File: config.mk
export PLATFORM = sky130hd
export DESIGN_NAME = mju_param_bank
export DESIGN_NICKNAME = d
export VERILOG_FILES = /design/src/logic/mju_pkg.sv /design/src/logic/mju_param_bank.sv
export SDC_FILE = /design/constraint.sdc
export NUM_CORES = 1
export LEC_CHECK = 0
export BUFFER_PORTS_ARGS = -buffer_cell sky130_fd_sc_hd__buf_2
export CAP_MARGIN = 10
export CORE_ASPECT_RATIO = 1.2
export CORE_MARGIN = 2
export CORE_UTILIZATION = 55
export DETAILED_ROUTE_END_ITERATION = 8
export PLACE_DENSITY = 0.86
export SYNTH_ARGS = -nofsm -noshare
export SYNTH_HDL_FRONTEND = slang
export SYNTH_SLANG_ARGS = --single-unit
File: constraint.sdc
create_clock -name aclk -period 8.35 [get_ports aclk]
set_input_delay 0.835 -clock aclk [delete_from_list [all_inputs] [get_ports aclk]]
set_output_delay 0.835 -clock aclk [all_outputs]
set_load 0.1 [all_outputs]
File: src/logic/mju_pkg.sv
package mju_pkg;
  // ----------------------------------------------------------
  // register index space (byte address = 4 * index)
  // ----------------------------------------------------------
  localparam int IDX_W = 18;
  localparam int ADDR_W = IDX_W + 2;
  localparam logic [IDX_W-1:0] IDX_POS_UNIT = 18'h060A8;
  localparam logic [IDX_W-1:0] IDX_VEL_UNIT = 18'h060A9;
  localparam logic [IDX_W-1:0] IDX_POS_OFF = 18'h060B0;
  localparam logic [IDX_W-1:0] IDX_SPD_OFF = 18'h060B1;
  localparam logic [IDX_W-1:0] IDX_JF_COUNT = 18'h06100;
  localparam logic [IDX_W-1:0] IDX_JF_TOP = 18'h06101;
  localparam logic [IDX_W-1:0] IDX_JF_BOTTOM = 18'h06102;
  localparam logic [IDX_W-1:0] IDX_JL_COUNT = 18'h06104;
  localparam logic [IDX_W-1:0] IDX_JL_BASE = 18'h06105;
  localparam int JERK_PHASES = 4;

  // ----------------------------------------------------------
  // reset values and entry counts
  // ----------------------------------------------------------
  localparam logic [31:0] RST_JERK = 32'h000003E8;
  localparam logic [31:0] RST_FACTOR = 32'h00000001;
  localparam logic [31:0] RST_POS_UNIT = 32'hFF410000;
  localparam logic [31:0] RST_VEL_UNIT = 32'h00B44700;
  localparam logic [31:0] RST_OFFSET = 32'h00000000;
  localparam logic [7:0] JF_ENTRIES = 8'h02;
  localparam logic [7:0] JL_ENTRIES = 8'h04;

  // ----------------------------------------------------------
  // unit word fields
  // ----------------------------------------------------------
  localparam int EXP_LSB = 24;
  localparam int POS_CODE_LSB = 16;
  localparam int TIME_CODE_LSB = 8;
  localparam logic [31:0] POS_UNIT_MASK = 32'hFFFFFFFF << POS_CODE_LSB;
  localparam logic [31:0] VEL_UNIT_MASK = 32'hFFFFFFFF << TIME_CODE_LSB;

  // ----------------------------------------------------------
  // operating mode codes and bus responses
  // ----------------------------------------------------------
  localparam logic [7:0] MODE_CSP = 8'h08;
  localparam logic [7:0] MODE_CSV = 8'h09;
  localparam logic [7:0] MODE_CLKDIR = 8'hFF;
  localparam logic [1:0] RESP_OKAY = 2'h0;
  localparam logic [1:0] RESP_SLVERR = 2'h2;
endpackage

File: src/logic/mju_param_bank.sv
`timescale 1ns/1ps
// Overview of operation
// - zero jerk entry means unlimited jerk
// - subindex 1,2 begin jerks, preset 3E8
// - subindex 3,4 end jerks; count reads four
// - jerk factor numerator/denominator, preset one, count two
// - position unit word fields, low half zero
// - velocity unit word fields, low byte zero
// - position offset added only in csp
// - speed offset added in csp, csv, clock-dir
module mju_param_bank
  import mju_pkg::*;
(
  // clock, reset, enable
  input wire logic aclk,
  input wire logic aresetn,
  input wire logic ce,
  // axi4-lite write address
  input wire logic [ADDR_W-1:0] s_axi_awaddr,
  input wire logic [2:0] s_axi_awprot,
  input wire logic s_axi_awvalid,
  output logic s_axi_awready,
  // axi4-lite write data
  input wire logic [31:0] s_axi_wdata,
  input wire logic [3:0] s_axi_wstrb,
  input wire logic s_axi_wvalid,
  output logic s_axi_wready,
  // axi4-lite write response
  output logic [1:0] s_axi_bresp,
  output logic s_axi_bvalid,
  input wire logic s_axi_bready,
  // axi4-lite read address
  input wire logic [ADDR_W-1:0] s_axi_araddr,
  input wire logic [2:0] s_axi_arprot,
  input wire logic s_axi_arvalid,
  output logic s_axi_arready,
  // axi4-lite read data
  output logic [31:0] s_axi_rdata,
  output logic [1:0] s_axi_rresp,
  output logic s_axi_rvalid,
  input wire logic s_axi_rready,
  // set value path
  input wire logic [7:0] op_mode,
  input wire logic [31:0] pos_setpoint,
  input wire logic [31:0] spd_setpoint,
  output logic [31:0] pos_demand,
  output logic [31:0] spd_demand,
  // ramp generator parameters
  output logic [31:0] accel_start_jerk,
  output logic [31:0] brake_start_jerk,
  output logic [31:0] accel_finish_jerk,
  output logic [31:0] brake_finish_jerk,
  output logic [JERK_PHASES-1:0] jerk_unlimited,
  output logic [31:0] jerk_factor_num,
  output logic [31:0] jerk_factor_den,
  output logic [31:0] pos_unit_word,
  output logic [31:0] vel_unit_word
);

  // ----------------------------------------------------------
  // helpers
  // ----------------------------------------------------------
  // word index of a byte address
  function automatic logic [IDX_W-1:0] reg_index(input logic [ADDR_W-1:0] a);
    return a[ADDR_W-1:2];
  endfunction

  // read-only entry count locations
  function automatic logic is_count(input logic [IDX_W-1:0] i);
    return (i == IDX_JF_COUNT) || (i == IDX_JL_COUNT);
  endfunction

  // byte-lane merge of a write into a stored word
  function automatic logic [31:0] merge(input logic [31:0] old, input logic [31:0] d,
                                        input logic [3:0] strb);
    logic [31:0] r;
    r = old;
    for (int b = 0; b < 4; b++) begin
      if (strb[b]) begin
        r[8*b +: 8] = d[8*b +: 8];
      end
    end
    return r;
  endfunction

  // ----------------------------------------------------------
  // storage
  // ----------------------------------------------------------
  logic [31:0] jerk_lim_ff [JERK_PHASES];
  logic [JERK_PHASES-1:0] jerk_unlim_ff;
  logic [31:0] jf_top_ff, jf_bottom_ff, pos_unit_ff, vel_unit_ff;
  logic [31:0] pos_off_ff, spd_off_ff, pos_demand_ff, spd_demand_ff;

  // bus state
  logic awready_ff, wready_ff, aw_have_ff, w_have_ff, bvalid_ff, arready_ff, rvalid_ff;
  logic [IDX_W-1:0] widx_ff;
  logic [31:0] wdata_ff, rdata_ff;
  logic [3:0] wstrb_ff;
  logic [1:0] bresp_ff, rresp_ff;

  logic aw_hs, w_hs, ar_hs, do_wr, wr_known;
  logic nxt_aw_have, nxt_w_have, nxt_bvalid, nxt_rvalid;
  logic [31:0] nxt_rdata;
  logic [1:0] nxt_rresp;

  // ----------------------------------------------------------
  // write channel
  // ----------------------------------------------------------
  // handshakes and next-state of the write path
  assign aw_hs = s_axi_awvalid & awready_ff;
  assign w_hs = s_axi_wvalid & wready_ff;
  assign do_wr = aw_have_ff & w_have_ff & ~bvalid_ff;
  assign nxt_aw_have = (aw_have_ff | aw_hs) & ~do_wr;
  assign nxt_w_have = (w_have_ff | w_hs) & ~do_wr;
  assign nxt_bvalid = do_wr | (bvalid_ff & ~s_axi_bready);

  // address and data may arrive in either order
  always_ff @(posedge aclk) begin
    if (!aresetn) begin
      aw_have_ff <= 1'b0;
      w_have_ff <= 1'b0;
      awready_ff <= 1'b0;
      wready_ff <= 1'b0;
      widx_ff <= '0;
      wdata_ff <= '0;
      wstrb_ff <= '0;
    end else if (ce) begin
      aw_have_ff <= nxt_aw_have;
      w_have_ff <= nxt_w_have;
      awready_ff <= ~nxt_aw_have & ~nxt_bvalid;
      wready_ff <= ~nxt_w_have & ~nxt_bvalid;
      if (aw_hs) begin
        widx_ff <= reg_index(s_axi_awaddr);
      end
      if (w_hs) begin
        wdata_ff <= s_axi_wdata;
        wstrb_ff <= s_axi_wstrb;
      end
    end
  end

  // write hits a writable entry
  always_comb begin
    wr_known = 1'b0;
    case (widx_ff)
      IDX_POS_UNIT, IDX_VEL_UNIT, IDX_POS_OFF, IDX_SPD_OFF: wr_known = 1'b1;
      IDX_JF_TOP, IDX_JF_BOTTOM: wr_known = 1'b1;
      default: wr_known = (widx_ff >= IDX_JL_BASE) &&
                          (widx_ff < IDX_JL_BASE + JERK_PHASES);
    endcase
  end

  // write response; counts and holes answer slverr
  always_ff @(posedge aclk) begin
    if (!aresetn) begin
      bvalid_ff <= 1'b0;
      bresp_ff <= RESP_OKAY;
    end else if (ce) begin
      bvalid_ff <= nxt_bvalid;
      if (do_wr) begin
        bresp_ff <= wr_known ? RESP_OKAY : RESP_SLVERR;
      end
    end
  end

  // ----------------------------------------------------------
  // parameter registers
  // ----------------------------------------------------------
  // factor, unit words and offsets; reserved bits kept zero
  always_ff @(posedge aclk) begin
    if (!aresetn) begin
      jf_top_ff <= RST_FACTOR;
      jf_bottom_ff <= RST_FACTOR;
      pos_unit_ff <= RST_POS_UNIT;
      vel_unit_ff <= RST_VEL_UNIT;
      pos_off_ff <= RST_OFFSET;
      spd_off_ff <= RST_OFFSET;
    end else if (ce && do_wr) begin
      case (widx_ff)
        IDX_JF_TOP: jf_top_ff <= merge(jf_top_ff, wdata_ff, wstrb_ff);
        IDX_JF_BOTTOM: jf_bottom_ff <= merge(jf_bottom_ff, wdata_ff, wstrb_ff);
        IDX_POS_UNIT: pos_unit_ff <= merge(pos_unit_ff, wdata_ff, wstrb_ff)
                                     & POS_UNIT_MASK;
        IDX_VEL_UNIT: vel_unit_ff <= merge(vel_unit_ff, wdata_ff, wstrb_ff)
                                     & VEL_UNIT_MASK;
        IDX_POS_OFF: pos_off_ff <= merge(pos_off_ff, wdata_ff, wstrb_ff);
        IDX_SPD_OFF: spd_off_ff <= merge(spd_off_ff, wdata_ff, wstrb_ff);
        default: ;
      endcase
    end
  end

  // one jerk limit per ramp phase, with its unlimited flag
  generate
    for (genvar g = 0; g < JERK_PHASES; g++) begin : g_jerk
      always_ff @(posedge aclk) begin
        if (!aresetn) begin
          jerk_lim_ff[g] <= RST_JERK;
          jerk_unlim_ff[g] <= 1'b0;
        end else if (ce) begin
          if (do_wr && widx_ff == IDX_JL_BASE + g) begin
            jerk_lim_ff[g] <= merge(jerk_lim_ff[g], wdata_ff, wstrb_ff);
          end
          jerk_unlim_ff[g] <= (jerk_lim_ff[g] == 32'h00000000);
        end
      end
    end
  endgenerate

  // ----------------------------------------------------------
  // set value offsets
  // ----------------------------------------------------------
  // offsets only apply in the modes that use them
  always_ff @(posedge aclk) begin
    if (!aresetn) begin
      pos_demand_ff <= '0;
      spd_demand_ff <= '0;
    end else if (ce) begin
      pos_demand_ff <= (op_mode == MODE_CSP) ? pos_setpoint + pos_off_ff
                                             : pos_setpoint;
      spd_demand_ff <= (op_mode == MODE_CSP || op_mode == MODE_CSV ||
                        op_mode == MODE_CLKDIR) ? spd_setpoint + spd_off_ff
                                                : spd_setpoint;
    end
  end

  // ----------------------------------------------------------
  // read channel
  // ----------------------------------------------------------
  assign ar_hs = s_axi_arvalid & arready_ff;
  assign nxt_rvalid = ar_hs | (rvalid_ff & ~s_axi_rready);

  // read decode; holes read zero with slverr
  always_comb begin
    logic [IDX_W-1:0] ri;
    ri = reg_index(s_axi_araddr);
    nxt_rdata = 32'h00000000;
    nxt_rresp = RESP_OKAY;
    case (ri)
      IDX_POS_UNIT: nxt_rdata = pos_unit_ff;
      IDX_VEL_UNIT: nxt_rdata = vel_unit_ff;
      IDX_POS_OFF: nxt_rdata = pos_off_ff;
      IDX_SPD_OFF: nxt_rdata = spd_off_ff;
      IDX_JF_COUNT: nxt_rdata = {24'h000000, JF_ENTRIES};
      IDX_JF_TOP: nxt_rdata = jf_top_ff;
      IDX_JF_BOTTOM: nxt_rdata = jf_bottom_ff;
      IDX_JL_COUNT: nxt_rdata = {24'h000000, JL_ENTRIES};
      default: begin
        if (ri >= IDX_JL_BASE && ri < IDX_JL_BASE + JERK_PHASES) begin
          nxt_rdata = jerk_lim_ff[2'(ri - IDX_JL_BASE)];
        end else begin
          nxt_rresp = RESP_SLVERR;
        end
      end
    endcase
  end

  // one read under way; data held until taken
  always_ff @(posedge aclk) begin
    if (!aresetn) begin
      arready_ff <= 1'b0;
      rvalid_ff <= 1'b0;
      rdata_ff <= '0;
      rresp_ff <= RESP_OKAY;
    end else if (ce) begin
      arready_ff <= ~nxt_rvalid;
      rvalid_ff <= nxt_rvalid;
      if (ar_hs) begin
        rdata_ff <= nxt_rdata;
        rresp_ff <= nxt_rresp;
      end
    end
  end

  // ----------------------------------------------------------
  // outputs
  // ----------------------------------------------------------
  assign s_axi_awready = awready_ff;
  assign s_axi_wready = wready_ff;
  assign s_axi_bvalid = bvalid_ff;
  assign s_axi_bresp = bresp_ff;
  assign s_axi_arready = arready_ff;
  assign s_axi_rvalid = rvalid_ff;
  assign s_axi_rdata = rdata_ff;
  assign s_axi_rresp = rresp_ff;
  assign pos_demand = pos_demand_ff;
  assign spd_demand = spd_demand_ff;
  assign accel_start_jerk = jerk_lim_ff[0];
  assign brake_start_jerk = jerk_lim_ff[1];
  assign accel_finish_jerk = jerk_lim_ff[2];
  assign brake_finish_jerk = jerk_lim_ff[3];
  assign jerk_unlimited = jerk_unlim_ff;
  assign jerk_factor_num = jf_top_ff;
  assign jerk_factor_den = jf_bottom_ff;
  assign pos_unit_word = pos_unit_ff;
  assign vel_unit_word = vel_unit_ff;
endmodule

After elaboration in Yosys (flattened, before gate mapping)
Memories as Yosys holds them, arrays and structs flattened.
Cells that the tools add are included.
W data, S select, Z words.
- register bits: 333
- bits in writable memories: 128
- input port bits: 162
- output and inout bits: 365
- memories: 1
- add/subtract/negate cells: 3
- magnitude comparators: 4
- eq/ne operators: 21
- muxes and demuxes: 93
- bitwise operators: 27
- reductions and logical operators: 40
- memories (name ; depth ; width ; read ports ; clocked after Yosys merged registers in ; wr ports ; line ; text):
    jerk_lim_ff ; 4 ; 32 ; 5 ; 0 ; 4 ; mju_param_bank.sv:89 ; logic [31:0] jerk_lim_ff [JERK_PHASES];
- operators with widths (cell ; number):
    $mux W8 ; 64
    $eq A18 B15 Y1 const B ; 18
    $pmux W32 S8 ; 1
    $mux W32 ; 7
    $logic_not A32 Y1 ; 4
    $add A32 B32 Y32 ; 2
    $reduce_and A3 Y1 ; 21
    $ge A18 B15 Y1 const B ; 2
    $lt A18 B15 Y1 const B ; 2
    $mux W1 ; 18
    $eq A8 B4 Y1 const B ; 2
    $and A1 B1 Y1 ; 11
    $eq A8 B8 Y1 const B ; 1
    $not A1 Y1 ; 8
    $or A1 B1 Y1 ; 8
    $reduce_and A2 Y1 ; 4
    $reduce_or A8 Y1 ; 1
    $logic_and A1 B1 Y1 ; 7
    $mux W2 ; 3
    $reduce_or A6 Y1 ; 1
    $logic_or A1 B1 Y1 ; 2
    $sub A2 B1 Y2 const B ; 1

Longest topological paths before layout
- depth in word-level cells: 8
- gate-level depth with buffers: 15
- gate-level depth less buffers: 11

Worst setup path before layout
OpenSTA, ideal clock, no wires.
- path type: input to register
- start: in s_axi_araddr[2]
- end: reg rdata_ff[4], in the netlist s_axi_rdata[4]
- setup time: 0.129 ns
- arrival: 3.129 ns
- data required time: 8.221 ns
- setup slack: 5.092 ns
- cell stages on the path: 10
- path buffers: 4
- cells stage by stage: clkbuf_1 clkbuf_1 inv_1 ha_1 and3_1 clkbuf_1 clkbuf_1 a221o_1 a221oi_1 a21oi_1
- cells in the longest elaborated chain, start to end: 4
- RTL lines (what ; line ; text):
    start: declaration ; mju_param_bank.sv:33 ; input wire logic [ADDR_W-1:0] s_axi_araddr,
    $ge A18 B15 Y1 (tied with other cells) ; mju_param_bank.sv:249 ; if (ri >= IDX_JL_BASE && ri < IDX_JL_BASE + JERK_PHASES) begin
    $logic_and A1 B1 Y1 / $mem_v2 Z4 W32 (equally long branches) ; - ;
    $mux W32 ; mju_param_bank.sv:249 ;
    $pmux W32 S8 (*) ; mju_param_bank.sv:239 ; case (ri)
    end signal: assignment ; mju_param_bank.sv:269 ; rdata_ff <= nxt_rdata;
    end: declaration ; mju_param_bank.sv:97 ; logic [31:0] wdata_ff, rdata_ff;
Every way passes the cells marked *; elsewhere a longest branch is shown, timed or not.
A chain may end at the register's enable or synchronous reset.

==> metrics.yaml <==
status: "completed"
crit_arrival_ns: 4.13
drt_iter0_drc: 2365
h-tree-depth: 2
postRouteAntennaNets: 0
io_buffers: 490
grt_pass1_wl_mm: 124.7
synth_area_um2: 23390
tightest_slew_ns: 1.344
grt_overflow: 0
wl_per_cell_um: 25.18
fin_crit_ns: 3.880
hp-class: "flop to flop"
synthFlopType: "dfxtp_1"
critical_path_class: "input port to flop"
yosys_warnings: 0
seq_area_um2: 10470
antenna_found_initial: 4
dpl.hpwl_mm: 64.50
post-route-period-util: 0.4647
ctsResizeCount: 0
final_common_cell: "buf_2"
cts_buffers: 46
clockBufferDepth: 3
mostFrequentLayoutCells: "489 x buf_2, 354 x nand2_1, 331 x dfxtp_1"
final-max-slew-violation-count: 0
clock_skew_ns: 0.02100
maxSlewHeadroom: 0.1039
cp.required_ns: 8.60
remaining_drc_errors: 0
hold_viol_final: 0
io_pins: 527
fillers: 3375
tritoncts: "done"
synth-seq-area-share: 0.4477
powerDensity_nw_per_um2: 192.2
end_kind: "flop"
final_util: 0.6552
coreArea_um2: 41860
viasPerCell: 6.309
drive_above_1_share: 0.2297
drt_first_pass_iters: 7
std_cell_rows: 82
grt_usage: 0.3754
dieArea_um2: 44200
drt-total-wl_mm: 85.79
cts_sinks: 459
p_leak_nw: 10.94
syn_area_per_cell_um2: 9.613
clock_latency_ns: 0.59
synth_cell_types: 76
ir_worst_vdd_v: 0.0001718
r2r_setup_slack_ns: 4.72
finalSetupTns_ns: 0
place.gp.congestion: 0.9883
clkTransAtPathRegs_ns: 0.06
syn-instance-count: 2433
initial_core_util: 0.5587
cp_max_fo: 33
fp.dieW_um: 192.2
die_y_um: 229.9
via_count: 21495
ys_ff_latch: 459
post-cts-setup-buffers: 0
fmax_ghz: 0.2577
area_growth_pct: 17.28
finalNetCount: 3056
rsz0062_at_grt: "no"
grt_max_degree: 113
synth_edf_count: 128
setup_viol: 0
synthArstFlopShare: 0
hold_buffers: 0
cp-start-kind: "input port"
cts_root_buf: "clkbuf_16"
multiInputGateArea_um2: 12060
drv_cap: 0
grt_pass1_vias: 20391
## cells by family (layout without fill, tap and decap cells)
kind of cell,count (synthesis),count (layout),synth area share
AND/OR/NAND/NOR,904,904,0.1975
AO/OA/AOI/OAI,532,532,0.1508
flip-flops,459,459,0.4477
multiplexers,208,208,0.1061
buffers and inverters,208,610,0.04093
adder cells (fa/ha/maj),68,68,0.03702
XOR/XNOR,53,53,0.01985
other,1,27,0.0001603
## critical path, stage by stage
cell and delay [ns]:
buf_4 0.28, inv_2 0.39, nor3_2 0.64, nand2_1 0.12, nor2_1 0.18, nand3b_2 0.25, nor3b_4 0.68, buf_4 0.34
nand2_1 0.08, nand2_1 0.29
## power by group
group	internal, mW	switching [mW]
Clock	1.21	0.910
Combinational	0.156	0.600
Sequential	2.34	0.0596
Total	3.70	1.57
## final timing paths
path                            start                               end  depth (start not counted)
min reg2reg  widx_ff[13]$_SDFFE_PN0P_          widx_ff[13]$_SDFFE_PN0P_                          2
max reg2reg   widx_ff[6]$_SDFFE_PN0P_  jerk_lim_ff[1][13]$_SDFFCE_PN0P_                          9
max                                ce  jerk_lim_ff[1][13]$_SDFFCE_PN0P_                         10
min          widx_ff[13]$_SDFFE_PN0P_          widx_ff[13]$_SDFFE_PN0P_                          2
## state kept, by name (all words and copies together) (netlist names), 4 cells and up
name,cells
jerk_factor_den,32
jerk_unlimited,4
pos_off_ff,32
wdata_ff,32
widx_ff,18
s_axi_rdata,32
vel_unit_word,24
pos_unit_word,16
pos_demand,32
spd_demand,32
spd_off_ff,32
jerk_lim_ff,128
jerk_factor_num,32
wstrb_ff,4
## per-stage QoR
step / cell area, µm² / std cells / hold slack (ns) / power [mW] / setup slack, ns
floorplan: 23480 / 2458 / 0.4383 / 3.018 / 5.092
global placement: 25890 / 3323 / 0.4512 / 3.179 / 4.042
detailed placement: 25890 / 3323 / 0.4569 / 3.190 / 3.952
CTS: 27420 / 3405 / 0.4652 / 5.268 / 4.551
global route: 27430 / 3407 / 0.4904 / 5.397 / 4.275
finish: 27430 / 3407 / 0.4655 / 5.271 / 4.470
## per-layer routing
layer,vias to the layer above,global-route usage,wire length [µm]
met2,1458,0.5914,38860
met5,-,0,26
met3,297,0.08043,9301
met1,10269,0.4630,31470
met4,4,0.2455,6135
li1,9467,-,-
## layout make-up
cell class                 instances  share of cell area
timing repair buffer             512             0.09575
inverter                          16            0.002190
multi-input combinational       1791              0.4397
clock inverter                    21            0.007527
sequential                       459              0.3817
clock buffer                      61             0.04813
tap                              546             0.02491
antenna                            1          0.00009123
## synth_stat cells (all sizes together), types with 7 or more instances
cell type | count | area share
o21bai | 7 | 0.0022
clkbuf | 147 | 0.026
edfxtp | 128 | 0.16
o211a | 21 | 0.0090
a31oi | 39 | 0.010
xnor2 | 30 | 0.011
o21ai | 109 | 0.024
mux2i | 176 | 0.075
buf | 45 | 0.013
a222oi | 16 | 0.0068
a22oi | 13 | 0.0042
a21oi | 142 | 0.031
nor2b | 169 | 0.045
nor2 | 80 | 0.015
nor3 | 15 | 0.0036
mux4 | 32 | 0.031
o211ai | 24 | 0.0077
or3 | 9 | 0.0024
dfxtp | 331 | 0.28
ha | 66 | 0.035
nand3 | 34 | 0.0073
nor4 | 37 | 0.0099
nand4 | 20 | 0.0053
a221o | 9 | 0.0039
a211oi | 10 | 0.0032
inv | 16 | 0.0026
xor2 | 23 | 0.0086
a21boi | 64 | 0.021
a21o | 23 | 0.0074
nand2b | 25 | 0.0067
o21a | 7 | 0.0022
and3 | 33 | 0.0089
a221oi | 18 | 0.0070
and2 | 109 | 0.029
nand2 | 354 | 0.057
Power figures use the tool's default switching activity.
